File: src/rtl/ref_sel_pkg.sv
// Package of register offsets, field layouts and codes for the reference select registers.
package ref_sel_pkg;

  // Register indices as printed; byte address is four times the index.
  localparam logic [7:0]  SLEW_IDX       = 8'h31;
  localparam logic [7:0]  INSEL_IDX      = 8'h32;
  localparam logic [11:0] SLEW_ADDR      = 12'h0c4;
  localparam logic [11:0] INSEL_ADDR     = 12'h0c8;
  localparam logic [11:0] STATE_ADDR     = 12'h0cc;

  // Field positions.
  localparam int SEC_SLEW_LSB  = 2;
  localparam int FIRST_SLEW_LSB = 0;
  localparam int SEC_BUF_LSB   = 6;
  localparam int PRI_BUF_LSB   = 4;
  localparam int SYNTH_B_LSB   = 2;
  localparam int SYNTH_A_LSB   = 0;

  // Reset values.
  localparam logic [1:0] SLEW_RST    = 2'h0;
  localparam logic [1:0] SEC_BUF_RST = 2'h2;
  localparam logic [1:0] PRI_BUF_RST = 2'h1;
  localparam logic [1:0] SEL_RST     = 2'h1;

  // Edge rate codes.
  localparam logic [1:0] SLEW_FAST = 2'h0;
  localparam logic [1:0] SLEW_SLOW = 2'h2;

  // Input buffer modes.
  localparam logic [1:0] BUF_SINGLE  = 2'h0;
  localparam logic [1:0] BUF_DIFF    = 2'h1;
  localparam logic [1:0] BUF_CRYSTAL = 2'h2;
  localparam logic [1:0] BUF_OFF     = 2'h3;

  // Reference select codes.
  typedef enum logic [1:0] {
    SEL_AUTO = 2'b00,
    SEL_PIN  = 2'b01,
    SEL_PRI  = 2'b10,
    SEL_SEC  = 2'b11
  } ref_sel_t;

  // Decoded select pin level.
  typedef enum logic [1:0] {
    PIN_LOW  = 2'b00,
    PIN_MID  = 2'b01,
    PIN_HIGH = 2'b10
  } pin_level_t;

  // AXI responses.
  localparam logic [1:0] RESP_OKAY   = 2'h0;
  localparam logic [1:0] RESP_SLVERR = 2'h2;

endpackage

File: src/rtl/ref_input_select_regs.sv
// Reference input select and status slew registers behind an AXI4-Lite slave.
//
// Overview of operation
// - Second status slew field bits 3:2, reset 0.
// - First status slew field bits 1:0, reset 0.
// - Secondary buffer mode bits 7:6, reset 2.
// - Primary buffer mode bits 5:4, reset 1.
// - Synth b select bits 3:2, reset 1.
// - Synth b pin mode: low/mid secondary, high auto.
// - Synth a select bits 1:0, reset 1.
// - Synth a pin mode: low primary, else auto.
// - Automatic mode prefers primary, else secondary.
`timescale 1ns/1ns
module ref_input_select_regs
  import ref_sel_pkg::*;
(
  // Clock and reset.
  input  wire logic        clk,
  input  wire logic        rstn,
  // AXI4-Lite write address.
  input  wire logic [11:0] s_axi_awaddr,
  input  wire logic        s_axi_awvalid,
  output logic             s_axi_awready,
  // AXI4-Lite write data.
  input  wire logic [31:0] s_axi_wdata,
  input  wire logic [3:0]  s_axi_wstrb,
  input  wire logic        s_axi_wvalid,
  output logic             s_axi_wready,
  // AXI4-Lite write response.
  output logic [1:0]       s_axi_bresp,
  output logic             s_axi_bvalid,
  input  wire logic        s_axi_bready,
  // AXI4-Lite read address.
  input  wire logic [11:0] s_axi_araddr,
  input  wire logic        s_axi_arvalid,
  output logic             s_axi_arready,
  // AXI4-Lite read data.
  output logic [31:0]      s_axi_rdata,
  output logic [1:0]       s_axi_rresp,
  output logic             s_axi_rvalid,
  input  wire logic        s_axi_rready,
  // Three-level select pin, seen as two comparator levels.
  input  wire logic        ref_pin_above_low,
  input  wire logic        ref_pin_above_mid,
  // Reference availability.
  input  wire logic        primary_ok,
  input  wire logic        secondary_ok,
  // Configuration outputs.
  output logic [1:0]       second_status_edge_rate,
  output logic [1:0]       first_status_edge_rate,
  output logic [1:0]       secondary_buffer_mode,
  output logic [1:0]       primary_buffer_mode,
  // Reference choice per synthesizer, high for secondary.
  output logic             synth_a_use_secondary,
  output logic             synth_b_use_secondary
);

  logic       rst_meta_r;
  logic       rst_sync_r;
  logic       rstn_int;
  logic [1:0] above_low_sync_r;
  logic [1:0] above_mid_sync_r;
  logic [1:0] pri_ok_sync_r;
  logic [1:0] sec_ok_sync_r;
  pin_level_t pin_level;
  logic [1:0] sec_slew_r;
  logic [1:0] first_slew_r;
  logic [1:0] sec_buf_r;
  logic [1:0] pri_buf_r;
  ref_sel_t   synth_b_ref_select;
  ref_sel_t   synth_a_ref_select;
  logic [11:0] awaddr_r;
  logic        aw_held_r;
  logic [31:0] wdata_r;
  logic [3:0]  wstrb_r;
  logic        w_held_r;
  logic        do_write;
  logic        a_sec_nxt;
  logic        b_sec_nxt;
  logic [31:0] rdata_nxt;
  logic        rd_hit;
  logic        slew_wr;
  logic        insel_wr;

  // Reset release through two flip-flops.
  always_ff @(posedge clk or negedge rstn) begin
    if (!rstn) begin
      rst_meta_r <= 1'b0;
      rst_sync_r <= 1'b0;
    end else begin
      rst_meta_r <= 1'b1;
      rst_sync_r <= rst_meta_r;
    end
  end
  assign rstn_int = rst_sync_r;

  // Pin inputs pass two flip-flops.
  always_ff @(posedge clk or negedge rstn_int) begin
    if (!rstn_int) begin
      above_low_sync_r <= 2'h0;
      above_mid_sync_r <= 2'h0;
      pri_ok_sync_r    <= 2'h0;
      sec_ok_sync_r    <= 2'h0;
    end else begin
      above_low_sync_r <= {above_low_sync_r[0], ref_pin_above_low};
      above_mid_sync_r <= {above_mid_sync_r[0], ref_pin_above_mid};
      pri_ok_sync_r    <= {pri_ok_sync_r[0], primary_ok};
      sec_ok_sync_r    <= {sec_ok_sync_r[0], secondary_ok};
    end
  end

  always_comb begin
    if (above_mid_sync_r[1]) begin
      pin_level = PIN_HIGH;
    end else if (above_low_sync_r[1]) begin
      pin_level = PIN_MID;
    end else begin
      pin_level = PIN_LOW;
    end
  end

  // Write channel capture; address and data taken in either order.
  assign do_write = aw_held_r && w_held_r && !s_axi_bvalid;

  always_ff @(posedge clk or negedge rstn_int) begin
    if (!rstn_int) begin
      awaddr_r      <= 12'h000;
      aw_held_r     <= 1'b0;
      s_axi_awready <= 1'b0;
    end else begin
      s_axi_awready <= !aw_held_r && !s_axi_awready && s_axi_awvalid;
      if (s_axi_awvalid && s_axi_awready) begin
        awaddr_r  <= s_axi_awaddr;
        aw_held_r <= 1'b1;
      end else if (do_write) begin
        aw_held_r <= 1'b0;
      end
    end
  end

  always_ff @(posedge clk or negedge rstn_int) begin
    if (!rstn_int) begin
      wdata_r      <= 32'h0000_0000;
      wstrb_r      <= 4'h0;
      w_held_r     <= 1'b0;
      s_axi_wready <= 1'b0;
    end else begin
      s_axi_wready <= !w_held_r && !s_axi_wready && s_axi_wvalid;
      if (s_axi_wvalid && s_axi_wready) begin
        wdata_r  <= s_axi_wdata;
        wstrb_r  <= s_axi_wstrb;
        w_held_r <= 1'b1;
      end else if (do_write) begin
        w_held_r <= 1'b0;
      end
    end
  end

  always_ff @(posedge clk or negedge rstn_int) begin
    if (!rstn_int) begin
      s_axi_bvalid <= 1'b0;
      s_axi_bresp  <= RESP_OKAY;
    end else if (do_write) begin
      s_axi_bvalid <= 1'b1;
      s_axi_bresp  <= (awaddr_r == SLEW_ADDR || awaddr_r == INSEL_ADDR) ?
                      RESP_OKAY : RESP_SLVERR;
    end else if (s_axi_bready) begin
      s_axi_bvalid <= 1'b0;
    end
  end

  // Register write strobes; only the low byte holds fields.
  assign slew_wr  = do_write && awaddr_r == SLEW_ADDR && wstrb_r[0];
  assign insel_wr = do_write && awaddr_r == INSEL_ADDR && wstrb_r[0];

  always_ff @(posedge clk or negedge rstn_int) begin
    if (!rstn_int) begin
      sec_slew_r <= SLEW_RST;
    end else if (slew_wr) begin
      sec_slew_r <= wdata_r[SEC_SLEW_LSB +: 2];
    end
  end

  always_ff @(posedge clk or negedge rstn_int) begin
    if (!rstn_int) begin
      first_slew_r <= SLEW_RST;
    end else if (slew_wr) begin
      first_slew_r <= wdata_r[FIRST_SLEW_LSB +: 2];
    end
  end

  always_ff @(posedge clk or negedge rstn_int) begin
    if (!rstn_int) begin
      sec_buf_r <= SEC_BUF_RST;
    end else if (insel_wr) begin
      sec_buf_r <= wdata_r[SEC_BUF_LSB +: 2];
    end
  end

  always_ff @(posedge clk or negedge rstn_int) begin
    if (!rstn_int) begin
      pri_buf_r <= PRI_BUF_RST;
    end else if (insel_wr) begin
      pri_buf_r <= wdata_r[PRI_BUF_LSB +: 2];
    end
  end

  always_ff @(posedge clk or negedge rstn_int) begin
    if (!rstn_int) begin
      synth_b_ref_select <= ref_sel_t'(SEL_RST);
    end else if (insel_wr) begin
      synth_b_ref_select <= ref_sel_t'(wdata_r[SYNTH_B_LSB +: 2]);
    end
  end

  always_ff @(posedge clk or negedge rstn_int) begin
    if (!rstn_int) begin
      synth_a_ref_select <= ref_sel_t'(SEL_RST);
    end else if (insel_wr) begin
      synth_a_ref_select <= ref_sel_t'(wdata_r[SYNTH_A_LSB +: 2]);
    end
  end

  // Reference choice per synthesizer.
  always_comb begin
    a_sec_nxt = !pri_ok_sync_r[1] && sec_ok_sync_r[1];
    b_sec_nxt = a_sec_nxt;
    unique case (synth_a_ref_select)
      SEL_AUTO: a_sec_nxt = !pri_ok_sync_r[1] && sec_ok_sync_r[1];
      SEL_PIN:  a_sec_nxt = (pin_level == PIN_LOW) ? 1'b0 :
                            (!pri_ok_sync_r[1] && sec_ok_sync_r[1]);
      SEL_PRI:  a_sec_nxt = 1'b0;
      SEL_SEC:  a_sec_nxt = 1'b1;
    endcase
    unique case (synth_b_ref_select)
      SEL_AUTO: b_sec_nxt = !pri_ok_sync_r[1] && sec_ok_sync_r[1];
      SEL_PIN:  b_sec_nxt = (pin_level != PIN_HIGH) ? 1'b1 :
                            (!pri_ok_sync_r[1] && sec_ok_sync_r[1]);
      SEL_PRI:  b_sec_nxt = 1'b0;
      SEL_SEC:  b_sec_nxt = 1'b1;
    endcase
  end

  // Outputs from flip-flops.
  always_ff @(posedge clk or negedge rstn_int) begin
    if (!rstn_int) begin
      second_status_edge_rate <= SLEW_RST;
      first_status_edge_rate  <= SLEW_RST;
      secondary_buffer_mode   <= SEC_BUF_RST;
      primary_buffer_mode     <= PRI_BUF_RST;
      synth_a_use_secondary   <= 1'b0;
      synth_b_use_secondary   <= 1'b0;
    end else begin
      second_status_edge_rate <= sec_slew_r;
      first_status_edge_rate  <= first_slew_r;
      secondary_buffer_mode   <= sec_buf_r;
      primary_buffer_mode     <= pri_buf_r;
      synth_a_use_secondary   <= a_sec_nxt;
      synth_b_use_secondary   <= b_sec_nxt;
    end
  end

  // Read data mux.
  always_comb begin
    rd_hit    = 1'b1;
    rdata_nxt = 32'h0000_0000;
    unique case (s_axi_araddr)
      SLEW_ADDR:  rdata_nxt = {28'h0000000, sec_slew_r, first_slew_r};
      INSEL_ADDR: rdata_nxt = {24'h000000, sec_buf_r, pri_buf_r,
                               synth_b_ref_select, synth_a_ref_select};
      STATE_ADDR: rdata_nxt = {26'h0000000, pin_level, pri_ok_sync_r[1],
                               sec_ok_sync_r[1], b_sec_nxt, a_sec_nxt};
      default:    rd_hit = 1'b0;
    endcase
  end

  // Read channel: address taken, data one cycle later.
  always_ff @(posedge clk or negedge rstn_int) begin
    if (!rstn_int) begin
      s_axi_arready <= 1'b0;
      s_axi_rvalid  <= 1'b0;
      s_axi_rdata   <= 32'h0000_0000;
      s_axi_rresp   <= RESP_OKAY;
    end else begin
      s_axi_arready <= !s_axi_arready && !s_axi_rvalid && s_axi_arvalid;
      if (s_axi_arvalid && s_axi_arready) begin
        s_axi_rvalid <= 1'b1;
        s_axi_rdata  <= rdata_nxt;
        s_axi_rresp  <= rd_hit ? RESP_OKAY : RESP_SLVERR;
      end else if (s_axi_rready) begin
        s_axi_rvalid <= 1'b0;
      end
    end
  end

endmodule

File: config.mk
export PLATFORM = sky130hd
export DESIGN_NAME = ref_input_select_regs
export DESIGN_NICKNAME = d
export VERILOG_FILES = /design/src/rtl/ref_sel_pkg.sv /design/src/rtl/ref_input_select_regs.sv
export SDC_FILE = /design/constraint.sdc
export NUM_CORES = 1
export LEC_CHECK = 0
export BUFFER_PORTS_ARGS = -buffer_cell sky130_fd_sc_hd__buf_2
export CAP_MARGIN = 15
export CORE_UTILIZATION = 30
export DETAILED_ROUTE_END_ITERATION = 8
export SETUP_SLACK_MARGIN = 0.5
export SYNTH_ARGS = -nofsm -noshare
export SYNTH_HDL_FRONTEND = slang
export SYNTH_SLANG_ARGS = --single-unit
File: constraint.sdc
create_clock -name clk -period 6.5 [get_ports clk]
set_input_delay 0.65 -clock clk [delete_from_list [all_inputs] [get_ports clk]]
set_output_delay 0.65 -clock clk [all_outputs]
set_load 0.005 [all_outputs]
======== Word-level counts from Yosys, hierarchy flattened ========
Index checks and enable logic that the tools add are counted.
storage, ports and cells
  register bits ........................... 96
  output and inout port bits .............. 51
  word-level logic and storage cells ...... 93
  input port bits ......................... 71
cells by class
  reductions and logical operators ........ 33
  mux-type cells .......................... 17
  eq/ne operators ......................... 12
operators with widths
  operator             count
  $eq 12x8->1 const B  5
  $pmux 8 s3           1
  $logic_and 1x1->1    16
  $mux 1               11
  $eq 2x2->1 const B   4
  $logic_not 1->1      8
  $pmux 1 s4           2
  $reduce_bool 2->1    4
  $logic_not 2->1      3
  $mux 2               3
  $eq 2x1->1 const B   2
  $reduce_or 3->1      1
  $ne 2x2->1 const B   1
  $logic_or 1x1->1     1

======== Logic depth before layout (Yosys ltp) ========
  depth in word-level cells ............... 6
  gate-level depth with buffers ........... 5
  gate-level depth less buffers ........... 4

======== Least setup slack after synthesis ========
Ideal clock, no wire load.
  path kind ............................... flip-flop to flip-flop
  from .................................... reg awaddr_r[1]
  to ...................................... reg pri_buf_r[1]
  stages on the path, launching flop included .. 4
  data arrival time ....................... 1.740 ns
  required time ........................... 6.375 ns
  path buffers ............................ 0
  slack ................................... 4.635 ns
  period minus slack after synthesis ...... 1.865 ns
  library setup time ...................... 0.125 ns
  path through ............................ dfrtp_1 -> or4_4 -> nor4_4 -> mux2_2
between the ends
  word-level cells in the longest chain between the ends .. 3
ends and longest elaborated chain
  item                            line                          source
  start, declared                 ref_input_select_regs.sv:72   logic [11:0] awaddr_r;
  start signal, assigned          ref_input_select_regs.sv:133  awaddr_r <= s_axi_awaddr;
  $eq 12x8->1                     ref_input_select_regs.sv:174  assign insel_wr = do_write && awaddr_r == INSEL_ADDR && wstrb_r[0];
  $logic_and 1x1->1 (2 in a row)  ref_input_select_regs.sv:174
  end signal, assigned            ref_input_select_regs.sv:204  pri_buf_r <= wdata_r[PRI_BUF_LSB +: 2];
  end, declared                   ref_input_select_regs.sv:69   logic [1:0] pri_buf_r;
Every way passes these cells.
A chain may end at the register's enable or synchronous reset.

======== Worst setup path after layout ========
  from .................................... reg awaddr_r[1]
  to ...................................... reg synth_b_ref_select[1]
between the ends
  word-level cells in the longest chain between the ends .. 3
ends and longest elaborated chain
  item                            line                          source
  $eq 12x8->1                     ref_input_select_regs.sv:174
  $logic_and 1x1->1 (2 in a row)  ref_input_select_regs.sv:174
  end signal, assigned            ref_input_select_regs.sv:210  synth_b_ref_select <= ref_sel_t'(SEL_RST);
  end signal, assigned            ref_input_select_regs.sv:212  synth_b_ref_select <= ref_sel_t'(wdata_r[SYNTH_B_LSB +: 2]);
  end, declared                   ref_input_select_regs.sv:70   ref_sel_t synth_b_ref_select;
Every way passes these cells.

==> results.toml <==
[run_status]
status = "finished clean"

[cts]
clk_latency_ns = 0.35
cts_made_buffers = 9
clk_pin_slew_worst_paths_ns = 0.08
clock_path_buffers = 2
cts.repair.resized = 0
cts_sinks = 70
ctsHoldBuffers = 0
htreeDepth = 3
cts_tree = "done"
cts_root_buf = "clkbuf_8"
cts_setup_buffers = 0

[synth]
syn_area_sq_um = 2820
postSynthCellCount = 203
ys_warn_count = 0
synth.distinct_cells = 34
synthAdderAreaFrac_pct = 0
yosys_register_bits = 70
syn_avg_cell_area_sq_um = 13.89
ys_seq_area_share_pct = 62.38
muxShareOfSynthArea_pct = 14.69
synthXorXnorAreaFrac_pct = 0.3106
synth_top_family_by_area = "multiplexers"
synth_compound_area_share_pct = 5.945
synth-simple-area-share_pct = 8.296

[route]
drc = 0
detail-route-antenna-nets = 0
vias = 1714
firstDrtPassIters = 4
viasPerCell = 4.361
wire_per_inst_um = 12.51
wl_um = 4918
drtIter0Drc = 26

[worst_setup_path]
setup.worst_path.start_class = "register"
crit_fanout = 8
path_cells = "or4_4, nor4_4, mux2_2"
cp.required_ns = 6.73
crit_path_end_kind = "register"
arrival_ns = 2.29
max_stage_delay_ns = 0.60
crit_type = "register to register"
crit_slowest_cell = "nor4_4"

[grt]
grt_usage_pct = 11.17
grt_overflow_total = 0
grt_pass1_wl_um = 8169
grt_pass1_vias = 1690
grt_max_degree = 53
antenna_found_initial = 1

[cells_and_area]
final_core_util_pct = 36.92
n_fill_cell = 886
largest_reg_flops = 12
drive_above_1_share_pct = 46.10
num-nets-final = 348
regMostFlops = "awaddr_r"
area_growth_pct = 19.83
reg.largest.list = "awaddr_r (12), s_axi_rdata (8), wdata_r (8)"
antenna_cells = 0
final_cell_mix = "68 x buf_2, 63 x dfrtp_1, 35 x mux2_2"
mostFrequentLayoutCell = "buf_2"
design_area_sq_um = 3379

[timing]
slew_viol_final = 0
max_freq_mhz = 484.8
rsz0062_at_grt = "no"
setup_tns_ns = 0
finalHoldViolations = 0
fin_crit_sh_pct = 31.73
fin_crit_ns = 2.063
layout_setup_ws_ns = 4.437
fin_skew_ns = 0.01065
relSlewSlack_pct = 57.31
setup_violations = 0
worstMarginPinSlew_ns = 0.6404

[power]
p_leak_nw = 1.682
total_power_mw = 1.075
vdd.ir_drop.worst_uv = 138.0
p_per_area_nw_per_um2 = 318.1

[die]
die_w_um = 98.96
start_util_pct = 30.81
rows = 35
ioPinCount = 122
die_h_um = 98.96
die_area_sq_um = 9792
coreArea_sq_um = 9153

[placement]
port_buffers = 68
pre_cts_ws_ns = 4.379
gp_congestion = 0.6819
hpwl_um = 3622
dpl-instance-area_sq_um = 3188

[run]
cap_violations = 0

[hold_path]
hp-class = "input pin to async pin"
[report_power, final]
part	internal (mW)	switching (mW)
clock network	0.176	0.162
registers	0.521	0.0564
logic	0.0953	0.0637
[path summary, 6_finish.rpt]
path	start	to	slack, ns	depth (start not counted)
worst max-delay path	awaddr_r[1]	synth_b_ref_select[1]	4.44	3
worst min-delay path	rstn	rst_sync_r	0.07	1
worst max register to register	awaddr_r[1]	synth_b_ref_select[1]	4.44	3
worst min register to register	rst_sync_r	aw_held_r	0.18	0
max in group asynchronous	rst_sync_r	wdata_r[6]	5.36	1
min in group clk	pri_ok_sync_r[0]	pri_ok_sync_r[1]	0.35	0
[cell usage after synthesis]
| library cell | n | area share (%) |
|---|---|---|
| nand2_1 | 12 | 1.6 |
| o31ai_1 | 1 | 0.27 |
| and4b_1 | 1 | 0.35 |
| nand2b_1 | 2 | 0.44 |
| and3b_1 | 1 | 0.31 |
| a31oi_1 | 1 | 0.22 |
| or4b_1 | 1 | 0.35 |
| nor4_2 | 1 | 0.44 |
| nor2_1 | 2 | 0.27 |
| nor3b_1 | 4 | 1.1 |
| xor2_1 | 1 | 0.31 |
| buf_4 | 26 | 6.9 |
| inv_1 | 4 | 0.53 |
| o2bb2ai_1 | 1 | 0.31 |
| nor4b_1 | 2 | 0.62 |
| a22oi_1 | 2 | 0.53 |
| nor4_4 | 1 | 0.75 |
| a31o_2 | 1 | 0.31 |
| o21ai_0 | 10 | 1.8 |
| buf_1 | 1 | 0.13 |
| a32o_1 | 2 | 0.71 |
| mux2i_1 | 2 | 0.71 |
| clkbuf_1 | 4 | 0.53 |
| mux2_2 | 35 | 14 |
| nand4bb_1 | 2 | 0.80 |
| a21boi_0 | 1 | 0.27 |
| o311a_1 | 1 | 0.35 |
| a22o_1 | 3 | 0.93 |
| nor2b_1 | 4 | 0.89 |
| a21o_1 | 1 | 0.27 |
| dfrtp_1 | 64 | 57 |
| or4_4 | 1 | 0.40 |
| conb_1 | 2 | 0.27 |
| dfstp_2 | 6 | 5.6 |
[routing by layer]
| metal | routed length (um) | vias to the layer above | GRT usage (%) |
|---|---|---|---|
| li1 | - | 810 | - |
| met1 | 2162 | 814 | 13.37 |
| met2 | 2271 | 76 | 17.27 |
| met3 | 358 | 12 | 3.688 |
| met4 | 115 | 2 | 7.233 |
| met5 | 10 | - | 0 |
[final cells by class]
type | instances | area, sq um | share of cell area [%]
clock buffers | 10 | 127.6 | 3.776
flip-flops and latches | 70 | 1760 | 52.09
repair buffers | 69 | 347.8 | 10.29
well taps | 111 | 138.9 | 4.110
inverters | 4 | 15.01 | 0.4443
clock inverters | 6 | 63.81 | 1.888
multi-input cells | 123 | 925.9 | 27.40
[metrics by stage]
stage                     hold slack, ns  instances
final                            0.06823        393
after global routing             0.05041        393
after CTS                        0.04502        393
after detailed placement          0.1880        377
after global placement            0.1873        377
after floorplan                   0.3312        228
[critical path, delay by kind of cell, from the launching register on]
family           cells  cell delay, ns
and+or+nand+nor      2            1.17
muxes                1            0.40
DFF                  1            0.38
[logic make-up after synthesis]
group / Yosys count
buffers and inverters: 35
other: 2
xor gates and xnor gates: 1
and+or+nand+nor: 34
DFF: 70
muxes: 37
AOI/OAI and AO/OA: 24
No activity file was read; power rests on OpenSTA's default activity.
